[src/logic/icec_defs.svh]
// Offsets, fields, reset values and timing counts of the input capture control block
// Behaviour
// Per-channel enable bits at 6,5,4.
// Selected edge sets flag bits 2,1,0.
// Only software clears flags, by writing zero.
// Edge code 00 fall, 01 rise, 10 both.
// Edge fields 5:4,3:2,1:0; reset zero.
// Filter enables at bits 6,5,4.
// Synchronise inputs; disabled channel never flags.
`ifndef ICEC_DEFS_SVH
`define ICEC_DEFS_SVH

// ----------------------------------------
// Register indices and byte addresses
// ----------------------------------------
`define ICEC_IDX_ENFLAG 8'h92
`define ICEC_IDX_EDGE   8'h93
`define ICEC_IDX_FILT   8'h94
`define ICEC_IDX_ISTAT  8'h98
`define ICEC_IDX_IMASK  8'h99
`define ICEC_ADR_ENFLAG {2'b00, `ICEC_IDX_ENFLAG, 2'b00}
`define ICEC_ADR_EDGE   {2'b00, `ICEC_IDX_EDGE, 2'b00}
`define ICEC_ADR_FILT   {2'b00, `ICEC_IDX_FILT, 2'b00}
`define ICEC_ADR_ISTAT  {2'b00, `ICEC_IDX_ISTAT, 2'b00}
`define ICEC_ADR_IMASK  {2'b00, `ICEC_IDX_IMASK, 2'b00}

// ----------------------------------------
// Field positions
// ----------------------------------------
`define ICEC_EN_LSB   4
`define ICEC_FLAG_LSB 0
`define ICEC_FILT_LSB 4
`define ICEC_EDGE_W   2

// ----------------------------------------
// Reset values
// ----------------------------------------
`define ICEC_ENFLAG_RST 8'h00
`define ICEC_EDGE_RST   8'h00
`define ICEC_FILT_RST   8'h00
`define ICEC_ISTAT_RST  8'h00
`define ICEC_IMASK_RST  8'h00

// ----------------------------------------
// Timing
// ----------------------------------------
`define ICEC_CLK_MHZ   125
`define ICEC_FILT_NS   32
`define ICEC_FILT_CYC  ((`ICEC_FILT_NS * `ICEC_CLK_MHZ + 999) / 1000)

`endif

[src/logic/icec_pkg.sv]
// Types shared by the input capture control block
package icec_pkg;

	// Number of capture channels
	localparam int ICEC_NCH = 3;

	// Edge selection codes
	typedef enum logic [1:0] {
		ICEC_EDGE_FALL = 2'b00,
		ICEC_EDGE_RISE = 2'b01,
		ICEC_EDGE_BOTH = 2'b10,
		ICEC_EDGE_RSVD = 2'b11
	} icec_edge_t;

	// Wishbone request from the master
	typedef struct packed {
		logic        cyc;
		logic        stb;
		logic        we;
		logic [11:0] adr;
		logic [3:0]  sel;
		logic [31:0] dat;
	} icec_wb_req_t;

endpackage : icec_pkg

[src/logic/icec_top.sv]
// Three-channel input capture edge control with Wishbone registers
`timescale 1ns/1ps
`include "icec_defs.svh"

module icec_top (
	input  wire logic                  clk_i,
	input  wire logic                  rst_n_i,
	input  wire logic                  ce_i,
	input  wire icec_pkg::icec_wb_req_t wb_req_i,
	output logic [31:0]                wb_dat_o,
	output logic                       wb_ack_o,
	input  wire logic [2:0]            cap_pin_i,
	output logic [2:0]                 cap_event_o,
	output logic                       irq_o
);
	import icec_pkg::*;

	// ----------------------------------------
	// Declarations
	// ----------------------------------------
	localparam logic [2:0] FILT_LAST =
		3'(`ICEC_FILT_CYC - 1);

	// Reset images of the byte-wide registers
	localparam logic [7:0] ENFLAG_RST = `ICEC_ENFLAG_RST;
	localparam logic [7:0] EDGE_RST   = `ICEC_EDGE_RST;
	localparam logic [7:0] FILT_RST   = `ICEC_FILT_RST;
	localparam logic [7:0] ISTAT_RST  = `ICEC_ISTAT_RST;
	localparam logic [7:0] IMASK_RST  = `ICEC_IMASK_RST;

	// Pin synchroniser
	logic [2:0] sync1_reg;
	logic [2:0] sync2_reg;

	// Software-visible state
	logic [2:0] enable_reg;
	logic [2:0] flag_reg;
	logic [2:0] flag_next;
	logic [5:0] edge_sel_reg;
	logic [2:0] filt_en_reg;
	logic [2:0] istat_reg;
	logic [2:0] istat_next;
	logic [2:0] imask_reg;

	// Bus slave and output register state
	logic        ack_reg;
	logic [31:0] rdat_reg;
	logic        irq_reg;
	logic [2:0]  event_reg;

	// Per-channel detector results
	logic [2:0] lvl;
	logic [2:0] rise;
	logic [2:0] fall;
	logic [2:0] hit;
	logic [2:0] evt;

	// Bus decode
	logic        access;
	logic        wr_stb;
	logic        hit_enflag;
	logic        hit_edge;
	logic        hit_filt;
	logic        hit_istat;
	logic        hit_imask;
	logic        mapped;
	logic [7:0]  wbyte;
	logic [7:0]  rbyte;
	logic        wr_enflag;
	logic        wr_edge;
	logic        wr_filt;
	logic        wr_istat;
	logic        wr_imask;

	// ----------------------------------------
	// Input synchroniser
	// ----------------------------------------

	// Two flops per pin before any use
	always_ff @(posedge clk_i) begin
		if (!rst_n_i) begin
			sync1_reg <= 3'h0;
			sync2_reg <= 3'h0;
		end else if (ce_i) begin
			sync1_reg <= cap_pin_i;
			sync2_reg <= sync1_reg;
		end
	end

	// ----------------------------------------
	// Per-channel filter and edge detector
	// ----------------------------------------
	for (genvar ch = 0; ch < ICEC_NCH; ch++) begin : g_chan
		logic [2:0]  filt_cnt_reg;
		logic        filt_lvl_reg;
		logic        prev_reg;
		icec_edge_t  mode;
		logic        chan_hit;

		// Filter: a change must last FILT_CYC cycles
		always_ff @(posedge clk_i) begin
			if (!rst_n_i) begin
				filt_cnt_reg <= 3'h0;
				filt_lvl_reg <= 1'b0;
			end else if (ce_i) begin
				if (sync2_reg[ch] == filt_lvl_reg) begin
					filt_cnt_reg <= 3'h0;
				end else if (filt_cnt_reg == FILT_LAST) begin
					filt_cnt_reg <= 3'h0;
					filt_lvl_reg <= sync2_reg[ch];
				end else begin
					filt_cnt_reg <= filt_cnt_reg + 3'h1;
				end
			end
		end

		// Filtered or direct level
		assign lvl[ch] = filt_en_reg[ch] ? filt_lvl_reg
			: sync2_reg[ch];

		// Previous level, tracked even when disabled
		always_ff @(posedge clk_i) begin
			if (!rst_n_i) begin
				prev_reg <= 1'b0;
			end else if (ce_i) begin
				prev_reg <= lvl[ch];
			end
		end

		// Edge terms
		assign rise[ch] = lvl[ch] & ~prev_reg;
		assign fall[ch] = ~lvl[ch] & prev_reg;

		// Edge code decode
		assign mode = icec_edge_t'(edge_sel_reg[2*ch +: 2]);

		// Reserved code never triggers
		always_comb begin
			unique case (mode)
				ICEC_EDGE_FALL: chan_hit = fall[ch];
				ICEC_EDGE_RISE: chan_hit = rise[ch];
				ICEC_EDGE_BOTH: chan_hit = rise[ch] | fall[ch];
				ICEC_EDGE_RSVD: chan_hit = 1'b0;
			endcase
		end
		assign hit[ch] = chan_hit;

		// Only enabled channels raise an event
		assign evt[ch] = hit[ch] & enable_reg[ch];   // see R1
	end

	// ----------------------------------------
	// Bus decode
	// ----------------------------------------

	// One access per request, ack for one cycle
	assign access = wb_req_i.cyc & wb_req_i.stb;
	assign wr_stb = access & ~ack_reg & wb_req_i.we
		& wb_req_i.sel[0];
	assign wbyte = wb_req_i.dat[7:0];

	// Address match
	assign hit_enflag = (wb_req_i.adr == `ICEC_ADR_ENFLAG);
	assign hit_edge   = (wb_req_i.adr == `ICEC_ADR_EDGE);
	assign hit_filt   = (wb_req_i.adr == `ICEC_ADR_FILT);
	assign hit_istat  = (wb_req_i.adr == `ICEC_ADR_ISTAT);
	assign hit_imask  = (wb_req_i.adr == `ICEC_ADR_IMASK);
	assign mapped     = hit_enflag | hit_edge | hit_filt
		| hit_istat | hit_imask;

	// Per-register write strobes
	assign wr_enflag = wr_stb & hit_enflag;
	assign wr_edge   = wr_stb & hit_edge;
	assign wr_filt   = wr_stb & hit_filt;
	assign wr_istat  = wr_stb & hit_istat;
	assign wr_imask  = wr_stb & hit_imask;

	// ----------------------------------------
	// Enable and flag register
	// ----------------------------------------

	// Hardware only sets; writing zero clears; set wins
	always_comb begin
		flag_next = flag_reg;
		if (wr_enflag) begin
			flag_next = flag_reg
				& wbyte[`ICEC_FLAG_LSB +: 3];
		end
		flag_next = flag_next | evt;
	end

	// Enable bits, written by software only
	always_ff @(posedge clk_i) begin
		if (!rst_n_i) begin
			enable_reg <= ENFLAG_RST[`ICEC_EN_LSB +: 3];
		end else if (ce_i) begin
			if (wr_enflag) begin
				enable_reg <= wbyte[`ICEC_EN_LSB +: 3];
			end
		end
	end

	// Flags: hardware sets, software clears
	always_ff @(posedge clk_i) begin
		if (!rst_n_i) begin
			flag_reg <= ENFLAG_RST[`ICEC_FLAG_LSB +: 3];
		end else if (ce_i) begin
			flag_reg <= flag_next;              // see R2
		end
	end

	// ----------------------------------------
	// Edge select register
	// ----------------------------------------

	// Three two-bit fields, resets to zero
	always_ff @(posedge clk_i) begin
		if (!rst_n_i) begin
			edge_sel_reg <= EDGE_RST[5:0];
		end else if (ce_i) begin
			if (wr_edge) begin
				edge_sel_reg <= wbyte[5:0];
			end
		end
	end

	// ----------------------------------------
	// Filter enable register
	// ----------------------------------------

	// One filter enable per channel
	always_ff @(posedge clk_i) begin
		if (!rst_n_i) begin
			filt_en_reg <= FILT_RST[`ICEC_FILT_LSB +: 3];
		end else if (ce_i) begin
			if (wr_filt) begin
				filt_en_reg <= wbyte[`ICEC_FILT_LSB +: 3];
			end
		end
	end

	// ----------------------------------------
	// Interrupt status and mask
	// ----------------------------------------

	// Write one to clear; a new event wins
	always_comb begin
		istat_next = istat_reg;
		if (wr_istat) begin
			istat_next = istat_reg & ~wbyte[2:0];
		end
		istat_next = istat_next | evt;
	end

	// Sticky status bits
	always_ff @(posedge clk_i) begin
		if (!rst_n_i) begin
			istat_reg <= ISTAT_RST[2:0];
		end else if (ce_i) begin
			istat_reg <= istat_next;
		end
	end

	// Mask register, one enables a bit
	always_ff @(posedge clk_i) begin
		if (!rst_n_i) begin
			imask_reg <= IMASK_RST[2:0];
		end else if (ce_i) begin
			if (wr_imask) begin
				imask_reg <= wbyte[2:0];
			end
		end
	end

	// Level interrupt, registered
	always_ff @(posedge clk_i) begin
		if (!rst_n_i) begin
			irq_reg <= 1'b0;
		end else if (ce_i) begin
			irq_reg <= |(istat_reg & imask_reg);
		end
	end

	// Event pulses, one cycle each
	always_ff @(posedge clk_i) begin
		if (!rst_n_i) begin
			event_reg <= 3'h0;
		end else if (ce_i) begin
			event_reg <= evt;
		end
	end

	// ----------------------------------------
	// Read mux and acknowledge
	// ----------------------------------------

	// Reserved bits and unmapped reads give zero
	always_comb begin
		rbyte = 8'h00;
		if (hit_enflag) begin
			rbyte[`ICEC_EN_LSB +: 3]   = enable_reg;
			rbyte[`ICEC_FLAG_LSB +: 3] = flag_reg;
		end else if (hit_edge) begin
			rbyte[5:0] = edge_sel_reg;
		end else if (hit_filt) begin
			rbyte[`ICEC_FILT_LSB +: 3] = filt_en_reg;
		end else if (hit_istat) begin
			rbyte[2:0] = istat_reg;
		end else if (hit_imask) begin
			rbyte[2:0] = imask_reg;
		end
	end

	// Ack one cycle after request, then drop
	always_ff @(posedge clk_i) begin
		if (!rst_n_i) begin
			ack_reg <= 1'b0;
		end else if (ce_i) begin
			ack_reg <= access & ~ack_reg;
		end
	end

	// Read data captured at the taking edge
	always_ff @(posedge clk_i) begin
		if (!rst_n_i) begin
			rdat_reg <= 32'h0000_0000;
		end else if (ce_i) begin
			if (access && !ack_reg) begin
				rdat_reg <= mapped ? {24'h00_0000, rbyte}
					: 32'h0000_0000;
			end
		end
	end

	// ----------------------------------------
	// Outputs
	// ----------------------------------------

	// Registered state straight to the ports
	assign wb_ack_o    = ack_reg;
	assign wb_dat_o    = rdat_reg;
	assign irq_o       = irq_reg;
	assign cap_event_o = event_reg;

endmodule // icec_top

[config.mk]
export PLATFORM = sky130hd
export DESIGN_NAME = icec_top
export DESIGN_NICKNAME = d
export VERILOG_FILES = /design/src/logic/icec_pkg.sv /design/src/logic/icec_top.sv
export VERILOG_INCLUDE_DIRS = /design/src /design/src/logic
export SDC_FILE = /design/constraint.sdc
export NUM_CORES = 1
export LEC_CHECK = 0
export ABC_AREA = 1
export BUFFER_PORTS_ARGS = -buffer_cell sky130_fd_sc_hd__buf_4
export CORE_AREA = 4 4 79 111
export CTS_BUF_LIST = sky130_fd_sc_hd__clkbuf_2
export DETAILED_ROUTE_END_ITERATION = 10
export DIE_AREA = 0 0 83 115
export PLACE_DENSITY_LB_ADDON = 0.05
export RECOVER_POWER = 100
export SYNTH_ARGS = -nofsm -noshare
export SYNTH_HDL_FRONTEND = slang
export SYNTH_SLANG_ARGS = --single-unit
[constraint.sdc]
create_clock -name clk_i -period 1.7 [get_ports clk_i]
set_clock_uncertainty 0.15 [all_clocks]
set_input_delay 0.085 -clock clk_i [delete_from_list [all_inputs] [get_ports clk_i]]
set_output_delay 0.085 -clock clk_i [all_outputs]
set_load 0.05 [all_outputs]
==> results.json <==
{
  "run_status": "finished, final reports clean",
  "biggest_area_consumer_among_synthesized_cells": "dfxtp_1",
  "critPathLaunchType": "primary input",
  "clock_path_buffers": 2,
  "numPortBuffers": 40,
  "clock_tree.htree_level_count": 2,
  "cpPeakStageDelay_ns": 0.55,
  "async_flop_share": 0,
  "combPwrFrac": 0.178,
  "final-hold-violation-count": 0,
  "finalCritPeriodShare": 0.9633,
  "clock_insertion_delay_worst_skew_ns": 0.46,
  "number_of_antenna_violating_nets_in_the_routed_design": 0,
  "setup_viol": 0,
  "grt_start_max_net_pins": 39,
  "power.sequential.fraction": 0.580,
  "critPathArrivalTime_ns": 1.89,
  "routed_wire_length_per_instance_um": 12.76,
  "post_synth_mux_area_share": 0,
  "reg2reg_slack_ns": 0.12,
  "final_standard_cell_area_without_fillers_um2": 3523,
  "layout-drive-gt1-share": 0.2075,
  "switching_share": 0.3206,
  "drt_drc": 0,
  "final_nets": 518,
  "cap_viol_max_count": 0,
  "finalWeightedCongestion": 0.8161,
  "cts_sinks": 54,
  "cts_root_buffer": "clkbuf_2",
  "synth_xor_xnor_area_share": 0.009524,
  "synth_compound_area_frac": 0.1751,
  "floorplan.die.width_um": 83,
  "synthSimpleGateAreaFrac": 0.2417,
  "critical_path.n_buffers_inverters": 5,
  "placement_cell_area_um2": 3262,
  "maxSlewViolCount": 0,
  "top_level_ports": 94,
  "power-per-cell-area_nw_per_um2": 637.7,
  "endpoint_kind": "register",
  "post_drt_via_cell_ratio": 4.693,
  "ys_seq_area_frac": 0.3918,
  "via_count_of_the_first_global_routing_pass": 2428,
  "timing.critical_path.cells": "dlygate4sd3_1 > buf_4 > inv_2 > buf_4 > nor2_1 > nor2_1 > dlygate4sd3_1",
  "cts_tree": "yes",
  "internal_power_uw": 1527,
  "route.vias.total": 2595,
  "synthCells": 370,
  "timing.critical_path.slowest_stage_cell": "dlygate4sd3_1",
  "timing.fmax_mhz": 610.6,
  "worst-endpoint-required_ns": 1.95,
  "worst_slack_ns": 0.06232,
  "netlist-cell-type-count": 28,
  "design.die.area_um2": 9545,
  "flip_flop_count_of_the_largest_register_after_layout": 9,
  "area_growth_pct": 27.71,
  "cell_rows": 38,
  "floorplan.initialDensity": 0.3582,
  "syn-cell-area_um2": 2759,
  "ys.flop_type": "dfxtp_1",
  "routed_wl_mm": 7.055,
  "pre_cts_slack_ns": -0.2232,
  "post-dp-hpwl_mm": 5.179,
  "synth-adder-area-share": 0.04082,
  "fin_crit_ns": 1.638,
  "drt-pass1-iter-count": 6,
  "synth_top_family_by_area": "simple AND/OR/NAND/NOR gates",
  "coreArea_um2": 7702,
  "insertedDiodeCount": 0,
  "leakage_uw": 0.001503,
  "critPathMaxFanout": 30,
  "yosys-top-cells-area": "dfxtp_1, nand2_1, buf_4, a21oi_1, nor2_1",
  "grt.total_usage": 0.1499,
  "drt-initial-drc-count": 96,
  "critPathKind": "primary input to register",
  "path_clk_slew_ns": 0.31,
  "worst_hold_path_type": "primary input to register",
  "finalPower_uw": 2247,
  "ys_seq_elements": 54,
  "netSwitchingPower_uw": 720.2,
  "synth-warning-count": 0,
  "path_delay_family": "buffers and inverters",
  "synth_edf_count": 0,
  "p_clk_frac": 0.242,
  "ir_drop_uv": 374.9,
  "number_of_antenna_violations_at_the_first_check_in_global_routing": 0,
  "syn_area_per_cell_um2": 7.456,
  "die_height_um": 115,
  "synth_largest_type_area_fraction": 0.3918,
  "globalRoute.totalOverflow": 0,
  "cts_buffers": 5,
  "grt_first_pass_wirelength_mm": 11.55
}
## Yosys cell counts, types with 3 or more instances
cell type / n
a211oi_2: 4
o21ai_0: 26
o21bai_1: 3
ha_1: 9
a211oi_1: 5
nor3_1: 6
buf_4: 25
o311a_1: 3
o311ai_0: 3
xnor2_1: 3
clkbuf_1: 11
nor2_1: 42
nor2_4: 3
nand2_1: 63
nand4_1: 7
dfxtp_1: 54
inv_1: 36
nand3_1: 22
a21oi_1: 36
## per-layer routing
metal	GRT usage	part of all wire
met5	0	0
met4	0.07306	0.033
met2	0.2805	0.51
met3	0.02509	0.035
met1	0.1633	0.42
## stage by stage
stage / util / hold WS [ns] / std cells / setup TNS (ns)
finish: 0.4574 / 0.004032 / 553 / 0
detailed placement: 0.4235 / 0.1625 / 524 / -1.033
floorplan: - / 0.06991 / 394 / 0
global placement: 0.4235 / 0.1562 / 524 / -0.8576
CTS: 0.4563 / 0.007707 / 552 / 0
global route: 0.4574 / 0.01472 / 553 / -0.01963
## repair_timing
item                       in CTS  in global routing
pin swaps                       0                  4
setup endpoints to repair       9                 12
setup buffers                   0                  1
resized for setup               4                 13
hold buffers                   20                  0
hold endpoints to repair       44                  0
## kinds of logic after synthesis
group           Yosys count
other cells               1
flops                    54
fa+ha+maj                 9
compound gates           81
xor+xnor                  3
simple gates            147
buf+inv                  75
## tightest hold or removal path, cell delays in order
cell and delay (ns):
buf_4 0.12, nand3_1 0.10, nor3_1 0.07, nand2_1 0.10, o21ai_0 0.08, nor2_1 0.07
## layout by cell type, fill, tap and decap left out, types with 3 or more instances in the layout
master / netlist / final
nand2_1: 63 / 62
dfxtp_1: 54 / 52
buf_4: 25 / 50
nor2_1: 42 / 42
inv_1: 36 / 36
a21oi_1: 36 / 34
conb_1: 1 / 25
o21ai_0: 26 / 23
nand3_1: 22 / 22
dlygate4sd3_1: 0 / 20
clkbuf_2: 0 / 18
ha_1: 9 / 9
nand4_1: 7 / 7
nor3_1: 6 / 6
a211oi_1: 5 / 5
a211oi_2: 4 / 4
nor2_4: 3 / 3
o21ai_1: 0 / 3
xnor2_1: 3 / 3
o21bai_1: 3 / 3
o311a_1: 3 / 3
## layout make-up
| type | instances | area, um2 |
|---|---|---|
| clock buffer | 5 | 25.02 |
| clock inverter | 3 | 20.02 |
| fill | 779 | 4179 |
| inverter | 38 | 145.1 |
| multi-input combinational | 265 | 1425 |
| sequential | 54 | 1084 |
| tap | 100 | 125.1 |
| timing repair buffer | 88 | 699.4 |
## power by group through the flow
stage | Clock, uW | Combinational [uW] | Sequential, uW
floorplan | 0 | 280 | 1330
global placement | 0 | 359 | 1320
detailed placement | 0 | 361 | 1320
CTS | 571 | 401 | 1300
global route | 620 | 437 | 1310
finish | 545 | 400 | 1300
## path summary, 6_finish.rpt
path | cells past startpoint | end | start
worst min-delay path | 6 | imask_reg[1]$_SDFFE_PN0P_ | wb_req_i[38]
worst max register to register | 8 | cap_event_o[0]$_SDFFE_PN0P_ | filt_en_reg[0]$_SDFFE_PN0P_
worst max-delay path | 7 | sync1_reg[2]$_SDFFE_PN0P_ | ce_i
worst min register to register | 2 | g_chan[1].filt_cnt_reg[2]$_SDFFE_PN0P_ | g_chan[1].filt_cnt_reg[2]$_SDFFE_PN0P_
Note: power is estimated with default switching activity, not from simulation.
